## config.mk

```make
export PLATFORM = sky130hd
export DESIGN_NAME = plt_regs_top
export DESIGN_NICKNAME = d
export VERILOG_FILES = /design/src/plt_pkg.sv /design/src/plt_pwm_if.sv /design/src/plt_pwm_gen.sv /design/src/plt_regs_top.sv /design/src/plt_tick_div.sv
export VERILOG_INCLUDE_DIRS = /design/src
export SDC_FILE = /design/constraint.sdc
export NUM_CORES = 1
export LEC_CHECK = 0
export ABC_AREA = 1
export BUFFER_PORTS_ARGS = -buffer_cell sky130_fd_sc_hd__buf_4
export CAP_MARGIN = 20
export CORE_AREA = 2 2 124 126
export CTS_CLUSTER_SIZE = 40
export DETAILED_ROUTE_END_ITERATION = 8
export DIE_AREA = 0 0 126 128
export PLACE_DENSITY = 0.67
export SLEW_MARGIN = 20
export SYNTH_ARGS = -nofsm -noshare
export SYNTH_HDL_FRONTEND = slang
export SYNTH_SLANG_ARGS = --single-unit
```

## constraint.sdc

```tcl
create_clock -name clock -period 1.7 [get_ports clock]
set_input_delay 0 -clock clock [delete_from_list [all_inputs] [get_ports clock]]
set_output_delay 0 -clock clock [all_outputs]
set_load 0.02 [all_outputs]
```

## src/plt_regs.svh

```systemverilog
// register offsets, field positions, reset values and timing counts
`ifndef PLT_REGS_SVH
`define PLT_REGS_SVH
`define PLT_ADDR_W 8
`define PLT_OFF_HL_PWM 8'h58
`define PLT_OFF_SPARE 8'h59
`define PLT_OFF_S1_CRC 8'h7e
`define PLT_OFF_S2_TDAC 8'h80
`define PLT_OFF_CTRL 8'hf0
`define PLT_OFF_STATUS 8'hf1
`define PLT_RST_HL_PWM 16'h3f80
`define PLT_RST_SPARE 16'h5555
`define PLT_RST_S1_CRC 16'h0000
`define PLT_RST_S2_TDAC 16'h0000
`define PLT_RST_CTRL 16'h0000
`define PLT_HC_MSB 13
`define PLT_HC_LSB 7
`define PLT_LC_MSB 6
`define PLT_LC_LSB 0
`define PLT_S2_EN_BIT 15
`define PLT_TDAC_MSB 2
`define PLT_TB_MSB 1
`define PLT_TB_LSB 0
`define PLT_TB_CYC0 16
`define PLT_TB_CYC1 64
`define PLT_TB_CYC2 1024
`define PLT_TB_CNT_W 10
`endif

```

## src/plt_pkg.sv

```systemverilog
// types shared by the pwm level block
package plt_pkg;
  typedef enum logic [2:0] {
    PLT_ST_LOW = 3'b001,
    PLT_ST_HIGH = 3'b010,
    PLT_ST_STATIC = 3'b100
  } plt_pwm_state_t;
  typedef logic [6:0] plt_count_t;
  typedef logic [15:0] plt_word_t;
endpackage : plt_pkg

```

## src/plt_pwm_if.sv

```systemverilog
// settings passed from the register file to the pwm generator
`timescale 1ns/1ps
interface plt_pwm_if;
  logic [6:0] high_count;
  logic [6:0] low_count;
  logic [1:0] time_base_sel;
  logic enable;
  logic pwm_out;
  modport regs (output high_count, output low_count, output time_base_sel, output enable, input pwm_out);
  modport gen (input high_count, input low_count, input time_base_sel, input enable, output pwm_out);
endinterface : plt_pwm_if

```

## src/plt_pwm_gen.sv

```systemverilog
// pwm generator for the logic-high level of the pin
`timescale 1ns/1ps
`include "plt_regs.svh"
module plt_pwm_gen import plt_pkg::*; (
  input wire logic clock,
  input wire logic nrst,
  plt_pwm_if.gen cfg
);
  plt_pwm_state_t state_ff;
  plt_count_t hc_ff;
  plt_count_t lc_ff;
  plt_count_t left_ff;
  logic tick;
  logic restart_ff;
  logic pwm_ff;
  logic [1:0] tb_ff;

  plt_tick_div u_div (
    .clock(clock),
    .nrst(nrst),
    .sel(tb_ff),
    .restart(restart_ff),
    .tick(tick)
  );

  // static level for degenerate counts
  function automatic logic static_level(input plt_count_t hc, input plt_count_t lc);
    // zero high count is low; R6 zero low count is high
    static_level = (hc != 7'h00) && (lc == 7'h00);
  endfunction : static_level

  assign cfg.pwm_out = pwm_ff;

  always_ff @(posedge clock or negedge nrst) begin
    if (!nrst) begin
      state_ff <= PLT_ST_STATIC;
      hc_ff <= 7'h7f;
      lc_ff <= 7'h00;
      left_ff <= 7'h00;
      restart_ff <= 1'b1;
      pwm_ff <= 1'b0;
      tb_ff <= 2'h0;
    end else begin
      restart_ff <= 1'b0;
      case (state_ff)
        PLT_ST_STATIC: begin
          // settings taken every cycle while static, at a period boundary while running
          hc_ff <= cfg.high_count;
          lc_ff <= cfg.low_count;
          tb_ff <= cfg.time_base_sel;
          if (cfg.enable && cfg.high_count != 7'h00 && cfg.low_count != 7'h00) begin
            state_ff <= PLT_ST_HIGH;
            left_ff <= cfg.high_count;
            restart_ff <= 1'b1;
            pwm_ff <= 1'b1;
          end else begin
            pwm_ff <= cfg.enable && static_level(cfg.high_count, cfg.low_count);
          end
        end
        PLT_ST_HIGH: begin
          // high for high count times the time base
          // a tick left over from before the restart would cut the first pulse short
          if (tick && !restart_ff) begin
            if (left_ff == 7'h01) begin
              state_ff <= PLT_ST_LOW;
              left_ff <= lc_ff;
              pwm_ff <= 1'b0;
            end else begin
              left_ff <= left_ff - 7'h01;
            end
          end
        end
        PLT_ST_LOW: begin
          // low for low count times the time base
          if (tick) begin
            if (left_ff == 7'h01) begin
              // period repeats; R13 reload settings
              hc_ff <= cfg.high_count;
              lc_ff <= cfg.low_count;
              tb_ff <= cfg.time_base_sel;
              if (cfg.enable && cfg.high_count != 7'h00 && cfg.low_count != 7'h00) begin
                state_ff <= PLT_ST_HIGH;
                left_ff <= cfg.high_count;
                pwm_ff <= 1'b1;
              end else begin
                state_ff <= PLT_ST_STATIC;
                pwm_ff <= cfg.enable && static_level(cfg.high_count, cfg.low_count);
              end
            end else begin
              left_ff <= left_ff - 7'h01;
            end
          end
        end
        default: begin
          state_ff <= PLT_ST_STATIC;
          pwm_ff <= 1'b0;
        end
      endcase
    end
  end
endmodule : plt_pwm_gen

```

## src/plt_regs_top.sv

```systemverilog
// register slice with the pin pwm level generator
//
// Summary of operation
// in pwm mode the pin is high for the high count times the time base.
// in pwm mode the pin is low for the low count times the time base.
// a period is the sum of both counts times the time base and repeats.
// a zero high count gives a constant low level.
// both counts zero gives a constant low level.
// only the low count zero gives a constant high level.
// the pwm count register resets to high count all ones, low count zero, top bits zero.
// a 16-bit spare word resets to 5555h, does nothing, and feeds the section-1 crc; here it only reads back and is not passed out of the slice.
// a 16-bit word holds the stored section-1 crc and resets to zero.
// bit 15 of the section-2 word enables the section-2 crc, reset disabled.
// a 3-bit field selects the test dac a output level.
// a 2-bit field selects a time base of 16, 64 or 1024 clock periods.
// new counts take effect at the next period boundary.
// an enabled section crc is compared against its stored value and mismatch flagged.
`timescale 1ns/1ps
`include "plt_regs.svh"
module plt_regs_top import plt_pkg::*; (
  input wire logic clock,
  input wire logic nrst,
  input wire logic [7:0] addr,
  input wire logic [15:0] wdata,
  input wire logic wr,
  input wire logic rd,
  input wire logic [15:0] s1_crc_calc,
  input wire logic [15:0] s2_crc_calc,
  input wire logic [15:0] s2_crc_stored,
  output logic [15:0] rdata,
  output logic high_level_pwm_out,
  output logic [2:0] test_dac_a_level_sel,
  output logic section2_crc_enable,
  output logic crc_error
);
  // ------------------------------------------------------------
  // registers
  // ------------------------------------------------------------
  plt_word_t hl_pwm_ff;
  plt_word_t spare_ff;
  plt_word_t s1_crc_ff;
  plt_word_t s2_tdac_ff;
  plt_word_t ctrl_ff;
  logic s1_err_ff;
  logic s2_err_ff;
  logic pwm_q;

  plt_pwm_if pwm_cfg ();

  function automatic logic hit(input logic [7:0] a, input logic [7:0] off);
    hit = (a == off);
  endfunction : hit

  // pwm counts; reserved bits 15:14 never stored
  always_ff @(posedge clock or negedge nrst) begin
    if (!nrst) begin
      hl_pwm_ff <= `PLT_RST_HL_PWM;
    end else if (wr && hit(addr, `PLT_OFF_HL_PWM)) begin
      hl_pwm_ff <= {2'h0, wdata[`PLT_HC_MSB:`PLT_LC_LSB]};
    end
  end

  // spare word
  always_ff @(posedge clock or negedge nrst) begin
    if (!nrst) begin
      spare_ff <= `PLT_RST_SPARE;
    end else if (wr && hit(addr, `PLT_OFF_SPARE)) begin
      spare_ff <= wdata;
    end
  end

  // stored section-1 crc
  always_ff @(posedge clock or negedge nrst) begin
    if (!nrst) begin
      s1_crc_ff <= `PLT_RST_S1_CRC;
    end else if (wr && hit(addr, `PLT_OFF_S1_CRC)) begin
      s1_crc_ff <= wdata;
    end
  end

  // crc enable and test dac select, reserved bits zero
  always_ff @(posedge clock or negedge nrst) begin
    if (!nrst) begin
      s2_tdac_ff <= `PLT_RST_S2_TDAC;
    end else if (wr && hit(addr, `PLT_OFF_S2_TDAC)) begin
      s2_tdac_ff <= {wdata[`PLT_S2_EN_BIT], 12'h000, wdata[`PLT_TDAC_MSB:0]};
    end
  end

  // control: bit 15 pwm enable, bit 14 section-1 crc enable, bits 1:0 time base
  always_ff @(posedge clock or negedge nrst) begin
    if (!nrst) begin
      ctrl_ff <= `PLT_RST_CTRL;
    end else if (wr && hit(addr, `PLT_OFF_CTRL)) begin
      ctrl_ff <= {wdata[15:14], 12'h000, wdata[`PLT_TB_MSB:`PLT_TB_LSB]};
    end
  end

  // ------------------------------------------------------------
  // pwm generator
  // ------------------------------------------------------------
  assign pwm_cfg.high_count = hl_pwm_ff[`PLT_HC_MSB:`PLT_HC_LSB];
  assign pwm_cfg.low_count = hl_pwm_ff[`PLT_LC_MSB:`PLT_LC_LSB];
  // time base select
  assign pwm_cfg.time_base_sel = ctrl_ff[`PLT_TB_MSB:`PLT_TB_LSB];
  assign pwm_cfg.enable = ctrl_ff[15];
  assign pwm_q = pwm_cfg.pwm_out;

  plt_pwm_gen u_gen (
    .clock(clock),
    .nrst(nrst),
    .cfg(pwm_cfg)
  );

  // ------------------------------------------------------------
  // crc compare
  // ------------------------------------------------------------
  // sticky mismatch flags; a new mismatch beats a status write clear
  always_ff @(posedge clock or negedge nrst) begin
    if (!nrst) begin
      s1_err_ff <= 1'b0;
      s2_err_ff <= 1'b0;
    end else begin
      if (ctrl_ff[14] && s1_crc_calc != s1_crc_ff) begin
        s1_err_ff <= 1'b1;
      end else if (wr && hit(addr, `PLT_OFF_STATUS) && wdata[0]) begin
        s1_err_ff <= 1'b0;
      end
      if (s2_tdac_ff[`PLT_S2_EN_BIT] && s2_crc_calc != s2_crc_stored) begin
        s2_err_ff <= 1'b1;
      end else if (wr && hit(addr, `PLT_OFF_STATUS) && wdata[1]) begin
        s2_err_ff <= 1'b0;
      end
    end
  end

  // ------------------------------------------------------------
  // outputs and read port
  // ------------------------------------------------------------
  always_ff @(posedge clock or negedge nrst) begin
    if (!nrst) begin
      high_level_pwm_out <= 1'b0;
      test_dac_a_level_sel <= 3'h0;
      section2_crc_enable <= 1'b0;
      crc_error <= 1'b0;
    end else begin
      high_level_pwm_out <= pwm_q;
      test_dac_a_level_sel <= s2_tdac_ff[`PLT_TDAC_MSB:0];
      section2_crc_enable <= s2_tdac_ff[`PLT_S2_EN_BIT];
      crc_error <= s1_err_ff || s2_err_ff;
    end
  end

  // unmapped addresses read zero; rdata holds zero outside the answer cycle
  always_ff @(posedge clock or negedge nrst) begin
    if (!nrst) begin
      rdata <= 16'h0000;
    end else if (rd) begin
      case (addr)
        `PLT_OFF_HL_PWM: rdata <= hl_pwm_ff;
        `PLT_OFF_SPARE: rdata <= spare_ff;
        `PLT_OFF_S1_CRC: rdata <= s1_crc_ff;
        `PLT_OFF_S2_TDAC: rdata <= s2_tdac_ff;
        `PLT_OFF_CTRL: rdata <= ctrl_ff;
        `PLT_OFF_STATUS: rdata <= {13'h0000, pwm_q, s2_err_ff, s1_err_ff};
        default: rdata <= 16'h0000;
      endcase
    end else begin
      rdata <= 16'h0000;
    end
  end
endmodule : plt_regs_top

```

## src/plt_tick_div.sv

```systemverilog
// time-base divider producing a one-cycle tick enable
`timescale 1ns/1ps
`include "plt_regs.svh"
module plt_tick_div import plt_pkg::*; #(
  parameter int unsigned CNT_W = `PLT_TB_CNT_W
) (
  input wire logic clock,
  input wire logic nrst,
  input wire logic [1:0] sel,
  input wire logic restart,
  output logic tick
);
  // the longest time base needs ten counter bits
  if (CNT_W < 10) begin : g_cnt_w_check
    $error("plt_tick_div: counter too narrow for 1024");
  end

  logic [CNT_W-1:0] cnt_ff;
  logic [CNT_W-1:0] last;

  always_comb begin
    case (sel)
      2'h0: last = CNT_W'(`PLT_TB_CYC0 - 1);
      2'h1: last = CNT_W'(`PLT_TB_CYC1 - 1);
      default: last = CNT_W'(`PLT_TB_CYC2 - 1);
    endcase
  end

  // time base count
  always_ff @(posedge clock or negedge nrst) begin
    if (!nrst) begin
      cnt_ff <= '0;
    end else if (restart) begin
      // starting at two lines the first tick up with the pwm edge that the restart arrives with in the same cycle
      cnt_ff <= CNT_W'(2);
    end else if (cnt_ff >= last) begin
      cnt_ff <= '0;
    end else begin
      cnt_ff <= cnt_ff + 1'b1;
    end
  end

  always_ff @(posedge clock or negedge nrst) begin
    if (!nrst) begin
      tick <= 1'b0;
    end else begin
      tick <= !restart && (cnt_ff >= last);
    end
  end
endmodule : plt_tick_div
```

; Word level (Yosys, flattened, before mapping)
; Index checks and enable logic that the tools add are counted.
[word_totals]
register_bits = 110
word_cells = 107
output_inout_bits = 22
inputBits = 76
[classes]
mux = 36
n_reduce_logical = 30
order_cmp = 1
n_addsub = 2
eq_ne = 18
[ops]
columns = cell, n
row1 = $pmux 16 s6, 1
row2 = $mux 7, 7
row3 = $ne 16x16->1, 2
row4 = $eq 8x7->1 const B, 3
row5 = $eq 8x8->1 const B, 3
row6 = $pmux 7 s3, 1
row7 = $mux 10, 2
row8 = $pmux 10 s2, 1
row9 = $mux 3, 6
row10 = $logic_and 1x1->1, 16
row11 = $mux 16, 1
row12 = $pmux 7 s2, 1
row13 = $reduce_bool 7->1, 2
row14 = $mux 1, 11
row15 = $add 10x1->10 const B, 1
row16 = $ge 10x10->1, 1
row17 = $pmux 3 s3, 1
row18 = $ne 2x1->1 const B, 4
row19 = $eq 7x1->1 const B, 1
row20 = $logic_not 7->1, 1
row21 = $sub 7x1->7 const B, 1
row22 = $reduce_and 3->1, 2
row23 = $reduce_bool 2->1, 3
row24 = $reduce_and 5->1, 1
row25 = other kinds (13), 14

; Logic depth before layout (Yosys ltp)
; Gate-level depths: netlist of run 1.
[depth]
depth_word = 7
depth_mapped = 10

; Cells and area by module
; A second synthesis of run 1 with hierarchy kept.
[unflattened]
cells_unflattened = 855
area_unflattened_um2 = 6248.5
[by_module_without_submodules]
columns = mod, instances, seq_area_each_um2, area_each_um2, cells_each
row1 = plt_regs_top, 1, 1970.6, 4101.4, 560
row2 = plt_pwm_gen, 1, 528.0, 1462.7, 215
row3 = plt_tick_div, 1, 275.3, 684.4, 80

; Least setup slack after synthesis of run 1
; No wires, ideal clock.
[synth_path]
path_kind = reg-to-reg
startpoint = reg u_gen.left_ff[1]
endpoint = reg u_gen.tb_ff[0]
path_stages_with_launch = 7
setup_ps = 125
path_buffers = 0
required_time_ps = 1575
setup_slack_ps = 212
t_arrival_ps = 1363
cell_sequence = dfrtp_1 -> inv_1 -> ha_1 -> nand4_4 -> o21ai_2 -> nand2_4 -> mux2_4
[synth_between]
elab_chain_cells = 3
[synth_lines]
columns = item, line
row1 = "start, declared", plt_pwm_gen.sv:12  ; plt_count_t left_ff;
row2 = "start signal, assigned", plt_pwm_gen.sv:53  ; left_ff <= cfg.high_count;
row3 = "start signal, assigned", plt_pwm_gen.sv:66  ; left_ff <= lc_ff;
row4 = "start signal, assigned", plt_pwm_gen.sv:69  ; left_ff <= left_ff - 7'h01;
row5 = $eq 7x1->1, plt_pwm_gen.sv:76  ; if (left_ff == 7'h01) begin
row6 = $ne 2x1->1 (no source line), --
row7 = $reduce_and 3->1 (no source line), --
row8 = "end signal, assigned", plt_pwm_gen.sv:50  ; tb_ff <= cfg.time_base_sel;
row9 = "end signal, assigned", plt_pwm_gen.sv:80  ; tb_ff <= cfg.time_base_sel;
row10 = "end, declared", plt_pwm_gen.sv:16  ; logic [1:0] tb_ff;
; No other way between the ends.
; A chain may end at the register's enable or synchronous reset.

; Final worst setup path of run 1
; Same ends and word-level chain as after synthesis.

==> run_summary.xml, run 1 <==
<?xml version="1.0" encoding="UTF-8"?>
<metrics>
  <group name="status">
    <metric name="run_status" unit="">finished clean</metric>
  </group>
  <group name="cts">
    <metric name="clock-sinks" unit="">110</metric>
    <metric name="htreeDepth" unit="">3</metric>
    <metric name="cts.path.max_buffers" unit="">2</metric>
    <metric name="cts_buffers" unit="">9</metric>
    <metric name="cts.root.buffer_cell" unit="">clkbuf_16</metric>
    <metric name="cts_tree" unit="">done</metric>
    <metric name="clk_latency" unit="ps">360</metric>
    <metric name="path_clk_slew" unit="ps">70</metric>
  </group>
  <group name="yosys">
    <metric name="synth.largest_area_cell" unit="">dfrtp_1</metric>
    <metric name="yosysWarningCount" unit="">0</metric>
    <metric name="synth_most_common_cell" unit="">nand2_1</metric>
    <metric name="synth_top_area_share" unit="">0.404</metric>
    <metric name="syn-instance-count" unit="">683</metric>
    <metric name="number_of_flops_mapped_to_enable_cells_by_yosys" unit="">0</metric>
    <metric name="ys_types" unit="">43</metric>
    <metric name="synth_seq_cells" unit="">110</metric>
    <metric name="postSynth.topFlopCell" unit="">dfrtp_1</metric>
    <metric name="list_of_most_frequent_post_synthesis_cells" unit="">nand2_1 (166), dfrtp_1 (93), inv_1 (87), nor2_1 (70), o21ai_2 (31)</metric>
    <metric name="ys_seq_area_frac" unit="">0.481</metric>
    <metric name="synth.cell_area" unit="um2">5760</metric>
    <metric name="synth.area.top_cells" unit="">dfrtp_1 (40%), nand2_1 (11%), dfstp_2 (7.7%)</metric>
    <metric name="synth_area_per_cell" unit="um2">8.44</metric>
    <metric name="asyncSetResetFlopFracSynth" unit="">1.00</metric>
    <metric name="postSynthNetCount" unit="">767</metric>
  </group>
  <group name="setup_path">
    <metric name="critical-path-slowest-cell" unit="">dfrtp_1</metric>
    <metric name="critPathLaunchType" unit="">flop</metric>
    <metric name="critical_path_peak_fanout" unit="">12</metric>
    <metric name="cp_cell_sequence" unit="">inv_1 -&gt; ha_2 -&gt; nand4_4 -&gt; o21ai_2 -&gt; nand2_4 -&gt; mux2_4</metric>
    <metric name="max_stage_delay" unit="ps">390</metric>
    <metric name="timing.critical_path.required" unit="ps">1940</metric>
    <metric name="worstPathArrival" unit="ps">1860</metric>
    <metric name="timing_worst_setup_path_type" unit="">flop to flop</metric>
    <metric name="crit_path_end_kind" unit="">flop</metric>
  </group>
  <group name="placed_design">
    <metric name="placement.cell_area" unit="um2">6780</metric>
    <metric name="detailedPlacementHpwl" unit="um">10300</metric>
    <metric name="io_buffers" unit="">97</metric>
    <metric name="dp_cells" unit="">970</metric>
    <metric name="gp_routability_congestion" unit="">0.856</metric>
  </group>
  <group name="min_path">
    <metric name="hold_class" unit="">input pin to flop</metric>
  </group>
  <group name="grt">
    <metric name="grt_pass1_wl" unit="um">22900</metric>
    <metric name="globalRouteMet3Util" unit="">0.0422</metric>
    <metric name="grt_use_met2" unit="">0.293</metric>
    <metric name="first_global_vias" unit="">4668</metric>
    <metric name="grt.met1_usage" unit="">0.236</metric>
    <metric name="grt_max_degree" unit="">45</metric>
    <metric name="track_usage" unit="">0.179</metric>
    <metric name="antenna_found_initial" unit="">0</metric>
    <metric name="grt-busiest-layer" unit="">met2</metric>
    <metric name="globalRouteOverflowTotal" unit="">0</metric>
  </group>
  <group name="timing">
    <metric name="layout_min_cycle_time" unit="ps">1620</metric>
    <metric name="timing_hold_violations_final" unit="">0</metric>
    <metric name="fin_skew" unit="ps">11.8</metric>
    <metric name="maxClockFrequency" unit="MHz">618</metric>
    <metric name="timing.hold.ws" unit="ps">41.7</metric>
    <metric name="setup_viol" unit="">0</metric>
    <metric name="worst_slew_margin_rel" unit="">0.662</metric>
    <metric name="final_clock_period_utilization_by_the_worst_path" unit="">0.952</metric>
    <metric name="timing.final.max_slew_violations" unit="">0</metric>
    <metric name="tightest_slew" unit="ps">507</metric>
    <metric name="rsz0062_at_grt" unit="">true</metric>
  </group>
  <group name="drt">
    <metric name="drt_pre_antenna_iters" unit="">5</metric>
    <metric name="avgRoutedWirePerCell" unit="um">13.9</metric>
    <metric name="drt-initial-drc-count" unit="">386</metric>
    <metric name="drc" unit="">0</metric>
    <metric name="ant_nets" unit="">0</metric>
    <metric name="finalWirelength" unit="um">14000</metric>
    <metric name="dr_total_vias" unit="">4870</metric>
    <metric name="route.detailed.vias_per_inst" unit="">4.82</metric>
  </group>
  <group name="floorplan">
    <metric name="num_rows" unit="">45</metric>
    <metric name="core_area" unit="um2">14900</metric>
    <metric name="dieArea" unit="um2">16100</metric>
    <metric name="i_o_pin_total" unit="">98</metric>
    <metric name="start_util" unit="">0.388</metric>
    <metric name="die-width" unit="um">126</metric>
    <metric name="die_height" unit="um">128</metric>
  </group>
  <group name="pwr">
    <metric name="fin_total_pwr" unit="mW">6.95</metric>
    <metric name="vdd_drop_max" unit="V">0.000695</metric>
    <metric name="share_clk_of_total_power" unit="">0.295</metric>
    <metric name="total_switching_power" unit="mW">2.26</metric>
    <metric name="total_leakage_power" unit="nW">3.59</metric>
    <metric name="swShare" unit="">0.325</metric>
    <metric name="intPower" unit="mW">4.69</metric>
    <metric name="power_density" unit="nW/um2">944</metric>
    <metric name="share_comb_of_total_power" unit="">0.244</metric>
    <metric name="power_frac_seq" unit="">0.460</metric>
  </group>
  <group name="finish">
    <metric name="syn2layout_area_growth" unit="%">27.7</metric>
    <metric name="design_area" unit="um2">7360</metric>
    <metric name="fin_cells" unit="">1011</metric>
    <metric name="drive_above_1_share" unit="">0.270</metric>
    <metric name="n_antenna_cell" unit="">0</metric>
    <metric name="post_layout_nets" unit="">902</metric>
  </group>
  <group name="run">
    <metric name="max_cap_violations" unit="">0</metric>
  </group>
</metrics>
-- registers in the layout, indices dropped and copies added, names as in the netlist --
name	count
rdata	16
s1_crc_ff	16
spare_ff	16
hl_pwm_ff	14
u_gen.u_div.cnt_ff	10
u_gen.lc_ff	7
u_gen.left_ff	7
ctrl_ff	4
s2_tdac_ff	4
test_dac_a_level_sel	3
u_gen.state_ff	3
u_gen.tb_ff	2
crc_error	1
high_level_pwm_out	1
s1_err_ff	1
s2_err_ff	1
section2_crc_enable	1
u_gen.cfg.pwm_out	1
u_gen.restart_ff	1
u_gen.u_div.tick	1
-- path summary, 6_finish.rpt --
| path | start | endpoint | slack (ps) | cells past startpoint |
|---|---|---|---|---|
| min in group asynchronous | nrst | u_gen.u_div.cnt_ff[4] | 150 | 2 |
| max | u_gen.left_ff[1] | u_gen.tb_ff[0] | 80 | 6 |
| max in group asynchronous | nrst | spare_ff[2] | 880 | 3 |
| min reg2reg | s2_tdac_ff[1] | test_dac_a_level_sel[1] | 420 | 0 |
| max reg2reg | u_gen.left_ff[1] | u_gen.tb_ff[0] | 80 | 6 |
| min | wr | s2_err_ff | 40 | 4 |
-- final cells by class --
cell class	instances	area, um2
flip-flops and latches	110	2770
clock inverters	7	66.3
repair buffers	138	1120
multi-input cells	466	2590
inverters	93	354
fillers	1441	7500
clock buffers	9	225
well taps	188	235
-- logic make-up after synthesis --
| logic type | count (synthesis) | synth area share |
|---|---|---|
| and+or+nand+nor | 300 | 0.231 |
| AOI/OAI and AO/OA | 122 | 0.135 |
| DFF | 110 | 0.481 |
| buffers and inverters | 107 | 0.0797 |
| xor gates and xnor gates | 35 | 0.0532 |
| adders and majority gates | 8 | 0.0174 |
| muxes | 1 | 0.00260 |
-- metal layers --
layer  vias to the layer above  wire length (um)
li1                       2466                 -
met5                         -                 0
met4                         0               321
met2                       104              6680
met1                      2273              6460
met3                        27               561
-- metrics by stage --
step	worst slack, ps	util	TNS [ps]
6_report	81.4	0.495	0
4_1_cts	33.9	0.488	0
3_3_place_gp	64.4	0.456	0
2_1_floorplan	212	-	0
3_5_place_dp	-30.6	0.456	-82.4
5_1_grt	-47.8	0.495	-232
-- repair_timing --
action	4_1_cts	5_1_grt
endpoints found under the hold margin	84	0
resized for setup	1	14
gates cloned	0	0
endpoints found under the setup margin	8	22
hold buffers	18	0
pin swaps	0	4
setup buffers	0	7
-- cells in the final DEF (no fill, tap or decap), drive strengths merged, types with 17 or more instances in the layout --
| cell type | count |
|---|---|
| buf | 120 |
| inv | 95 |
| o21ai | 85 |
| dlygate4sd3 | 18 |
| nand2 | 174 |
| xnor2 | 23 |
| a21oi | 20 |
| nor2 | 73 |
| dfstp | 17 |
| nand3 | 31 |
| dfrtp | 93 |
-- power groups by stage --
stage	sequential [mW]	clock (mW)	combinational, mW
after floorplan	3.18	0	1.12
after global placement	3.22	0	1.56
after detailed placement	3.22	0	1.58
after CTS	3.18	2.11	1.63
after global routing	3.24	2.21	1.94
final	3.20	2.05	1.70
-- critical path, delay by kind of cell (launching register included) --
kind,cells,cell delay (ps)
flops,1,390
mux,1,320
simple gates,2,300
fa+ha+maj,1,210
compound gates,1,190
buf+inv,1,100
No activity file was read; power rests on OpenSTA's default activity.
==> run 2: changes to the inputs <==
--- a/config.mk
+++ b/config.mk
@@ -9,11 +9,12 @@
 export ABC_AREA = 1
 export BUFFER_PORTS_ARGS = -buffer_cell sky130_fd_sc_hd__buf_4
 export CAP_MARGIN = 20
-export CORE_AREA = 2 2 124 126
+export CORE_AREA = 8 8 130 132
 export CTS_CLUSTER_SIZE = 40
 export DETAILED_ROUTE_END_ITERATION = 8
-export DIE_AREA = 0 0 126 128
-export PLACE_DENSITY = 0.67
+export DIE_AREA = 0 0 138 140
+export GPL_TIMING_DRIVEN = 0
+export PLACE_DENSITY = 0.69
 export SLEW_MARGIN = 20
 export SYNTH_ARGS = -nofsm -noshare
 export SYNTH_HDL_FRONTEND = slang
==> constraint.sdc (replaced) <==
create_clock -name clock -period 1.3 [get_ports clock]
set_input_delay 0 -clock clock [delete_from_list [all_inputs] [get_ports clock]]
set_output_delay 0 -clock clock [all_outputs]
set_load 0.02 [all_outputs]
==> run 2 against run 1 <==
The run now ends with negative setup slack left. Final area grew 5.5%. Largest power group unchanged. Sequential share of layout area fell by 1.9 points. Register-to-register slack lost 310 ps. Critical path depth is the same. Worst setup slack lost 310 ps. Utilization grew 2.7 points. Via count increased by 4.8%. Critical path type unchanged. First-iteration DRC count down 11%. Cell count grew 2.7%. Non-clock buffer count rose by 27. Die area up 20%. Total power grew 41%. Highest routed layer unchanged.
==> run_summary.xml, run 2 (same netlist as run 1, synthesis figures left out) <==
<?xml version="1.0" encoding="UTF-8"?>
<metrics>
  <group name="setup_path">
    <metric name="timing.critical_path.required" unit="ps">1540</metric>
    <metric name="critPathLaunchType" unit="">flop</metric>
    <metric name="worstPathArrival" unit="ps">1770</metric>
    <metric name="crit_path_end_kind" unit="">flop</metric>
    <metric name="timing_worst_setup_path_type" unit="">flop to flop</metric>
    <metric name="r2r_start" unit="">u_gen.state_ff[1]</metric>
    <metric name="crit-reg2reg-capture" unit="">u_gen.tb_ff[0]</metric>
    <metric name="worst_r2r_path_depth" unit="">6</metric>
    <metric name="critical_path_peak_fanout" unit="">6</metric>
    <metric name="timing.reg2reg.setup_slack" unit="ps">-220</metric>
  </group>
  <group name="timing">
    <metric name="fin_skew" unit="ps">7.02</metric>
    <metric name="setup_viol" unit="">31</metric>
    <metric name="tightest_slew" unit="ps">556</metric>
    <metric name="layout_min_cycle_time" unit="ps">1520</metric>
    <metric name="timing.hold.ws" unit="ps">58.1</metric>
    <metric name="timing.final.max_slew_violations" unit="">0</metric>
    <metric name="final.setup.worst_slack" unit="ps">-225</metric>
    <metric name="timing_hold_violations_final" unit="">0</metric>
    <metric name="worst_slew_margin_rel" unit="">0.629</metric>
    <metric name="rsz0062_at_grt" unit="">true</metric>
    <metric name="maxClockFrequency" unit="MHz">656</metric>
    <metric name="final_clock_period_utilization_by_the_worst_path" unit="">1.17</metric>
  </group>
  <group name="grt">
    <metric name="track_usage" unit="">0.159</metric>
    <metric name="grt_max_degree" unit="">111</metric>
    <metric name="first_global_vias" unit="">5058</metric>
    <metric name="globalRouteOverflowTotal" unit="">0</metric>
    <metric name="grt_pass1_wl" unit="um">25200</metric>
    <metric name="antenna_found_initial" unit="">0</metric>
  </group>
  <group name="drt">
    <metric name="finalWirelength" unit="um">15600</metric>
    <metric name="route.detailed.vias_per_inst" unit="">4.92</metric>
    <metric name="avgRoutedWirePerCell" unit="um">15.0</metric>
    <metric name="drc" unit="">0</metric>
    <metric name="drt-initial-drc-count" unit="">345</metric>
    <metric name="drt_pre_antenna_iters" unit="">5</metric>
    <metric name="ant_nets" unit="">0</metric>
    <metric name="dr_total_vias" unit="">5106</metric>
  </group>
  <group name="cts">
    <metric name="htreeDepth" unit="">3</metric>
    <metric name="cts_buffers" unit="">9</metric>
    <metric name="clk_latency" unit="ps">360</metric>
    <metric name="path_clk_slew" unit="ps">70</metric>
    <metric name="cts.root.buffer_cell" unit="">clkbuf_16</metric>
    <metric name="clock-sinks" unit="">110</metric>
    <metric name="cts.path.max_buffers" unit="">2</metric>
    <metric name="cts_tree" unit="">done</metric>
  </group>
  <group name="finish">
    <metric name="layout.cells.most_common_list" unit="">nand2_1 (152), buf_4 (131), dfrtp_1 (88)</metric>
    <metric name="filler_cell_count" unit="">1379</metric>
    <metric name="design_area" unit="um2">7760</metric>
    <metric name="multi_input_comb_area" unit="um2">2740</metric>
    <metric name="n_antenna_cell" unit="">0</metric>
    <metric name="drive_above_1_share" unit="">0.348</metric>
    <metric name="fin_cells" unit="">1038</metric>
    <metric name="syn2layout_area_growth" unit="%">34.7</metric>
    <metric name="post_layout_nets" unit="">929</metric>
    <metric name="layout.cells.most_common" unit="">nand2_1</metric>
    <metric name="biggestRegsByFlops" unit="">rdata x16, s1_crc_ff x16, spare_ff x16</metric>
    <metric name="seq_area" unit="um2">2780</metric>
  </group>
  <group name="floorplan">
    <metric name="i_o_pin_total" unit="">98</metric>
    <metric name="dieArea" unit="um2">19300</metric>
    <metric name="num_rows" unit="">45</metric>
    <metric name="die_height" unit="um">140</metric>
    <metric name="die-width" unit="um">138</metric>
    <metric name="core_area" unit="um2">14900</metric>
    <metric name="start_util" unit="">0.388</metric>
  </group>
  <group name="pwr">
    <metric name="vdd_drop_max" unit="V">0.000796</metric>
    <metric name="total_leakage_power" unit="nW">3.74</metric>
    <metric name="fin_total_pwr" unit="mW">9.82</metric>
    <metric name="power_density" unit="nW/um2">1260</metric>
  </group>
  <group name="status">
    <metric name="run_status" unit="">finished, violations left</metric>
    <metric name="failed_checks" unit="">negative setup slack</metric>
  </group>
  <group name="run">
    <metric name="max_cap_violations" unit="">0</metric>
  </group>
  <group name="min_path">
    <metric name="hold_start" unit="">wr</metric>
    <metric name="hold-path-cell-count" unit="">4</metric>
    <metric name="hold_class" unit="">input pin to flop</metric>
    <metric name="worst_hold_path.endpoint" unit="">s2_err_ff</metric>
  </group>
  <group name="placed_design">
    <metric name="io_buffers" unit="">95</metric>
    <metric name="gp_routability_congestion" unit="">0.833</metric>
    <metric name="detailedPlacementHpwl" unit="um">10900</metric>
    <metric name="placement.cell_area" unit="um2">6810</metric>
    <metric name="dp_cells" unit="">966</metric>
  </group>
</metrics>
## run 2: changes by cell type in the layout (fill, tap and decap cells not counted), sizes merged
cell         before  now
dlygate4sd3      18   17
clkbuf            9   15
clkinvlp          1    0
clkinv            4    0
bufinv            0    1
buf             120  147
inv              95   94
## run 2: worst max path at each step
stage | start | endpoint | cells after the start
finish | u_gen.state_ff[1] | u_gen.tb_ff[0] | 6
CTS | u_gen.state_ff[1] | u_gen.left_ff[5] | 10
detailed placement | hl_pwm_ff[11] | u_gen.left_ff[6] | 9
global placement | hl_pwm_ff[11] | u_gen.left_ff[6] | 9
global route | u_gen.tb_ff[1] | u_gen.u_div.cnt_ff[7] | 9
floorplan | u_gen.left_ff[3] | u_gen.tb_ff[0] | 5
## run 2: cell type report
type,count,share of cell area
flip-flops and latches,110,0.358
clock inverters,2,0.00500
clock buffers,14,0.0340
repair buffers,151,0.158
plain buffers,14,0.0148
inverters,93,0.0463
well taps,188,0.0303
multi-input cells,466,0.353
## run 2: repair_timing
action | in CTS | in global routing
setup endpoints to repair | 32 | 33
pin swaps | 12 | 23
hold buffers | 17 | 0
cloned | 2 | 0
buffers inserted | 22 | 14
resized for setup | 27 | 30
endpoints found under the hold margin | 138 | 0
## run 2: through the flow
step | TNS, ps | utilization | setup slack [ps]
after floorplan | -713 | - | -114
after global placement | -7940 | 0.458 | -230
after detailed placement | -8770 | 0.458 | -234
after CTS | -3860 | 0.507 | -177
after global routing | -8090 | 0.522 | -339
final | -4940 | 0.522 | -225
## run 2: report_power, final
| group | total [mW] | internal [mW] | switching, mW |
|---|---|---|---|
| Clock | 2.86 | 1.61 | 1.25 |
| Sequential | 4.23 | 3.83 | 0.399 |
| Combinational | 2.72 | 1.29 | 1.44 |
## run 2: worst max-delay path, cell delays in order, from the launching register on
cell     delay (ps)
dfrtp_1         430
inv_2           110
nand3_4         120
buf_4           160
o21ai_2         160
nand2_4         120
mux2_4          310
## run 2: layer usage
metal / vias to the layer above / GRT usage / share of wire
li1: 2519 / - / -
met1: 2439 / 0.195 / 0.43
met2: 124 / 0.273 / 0.51
met3: 24 / 0.0284 / 0.038
met4: 0 / 0.0595 / 0.022
met5: - / 0 / 0
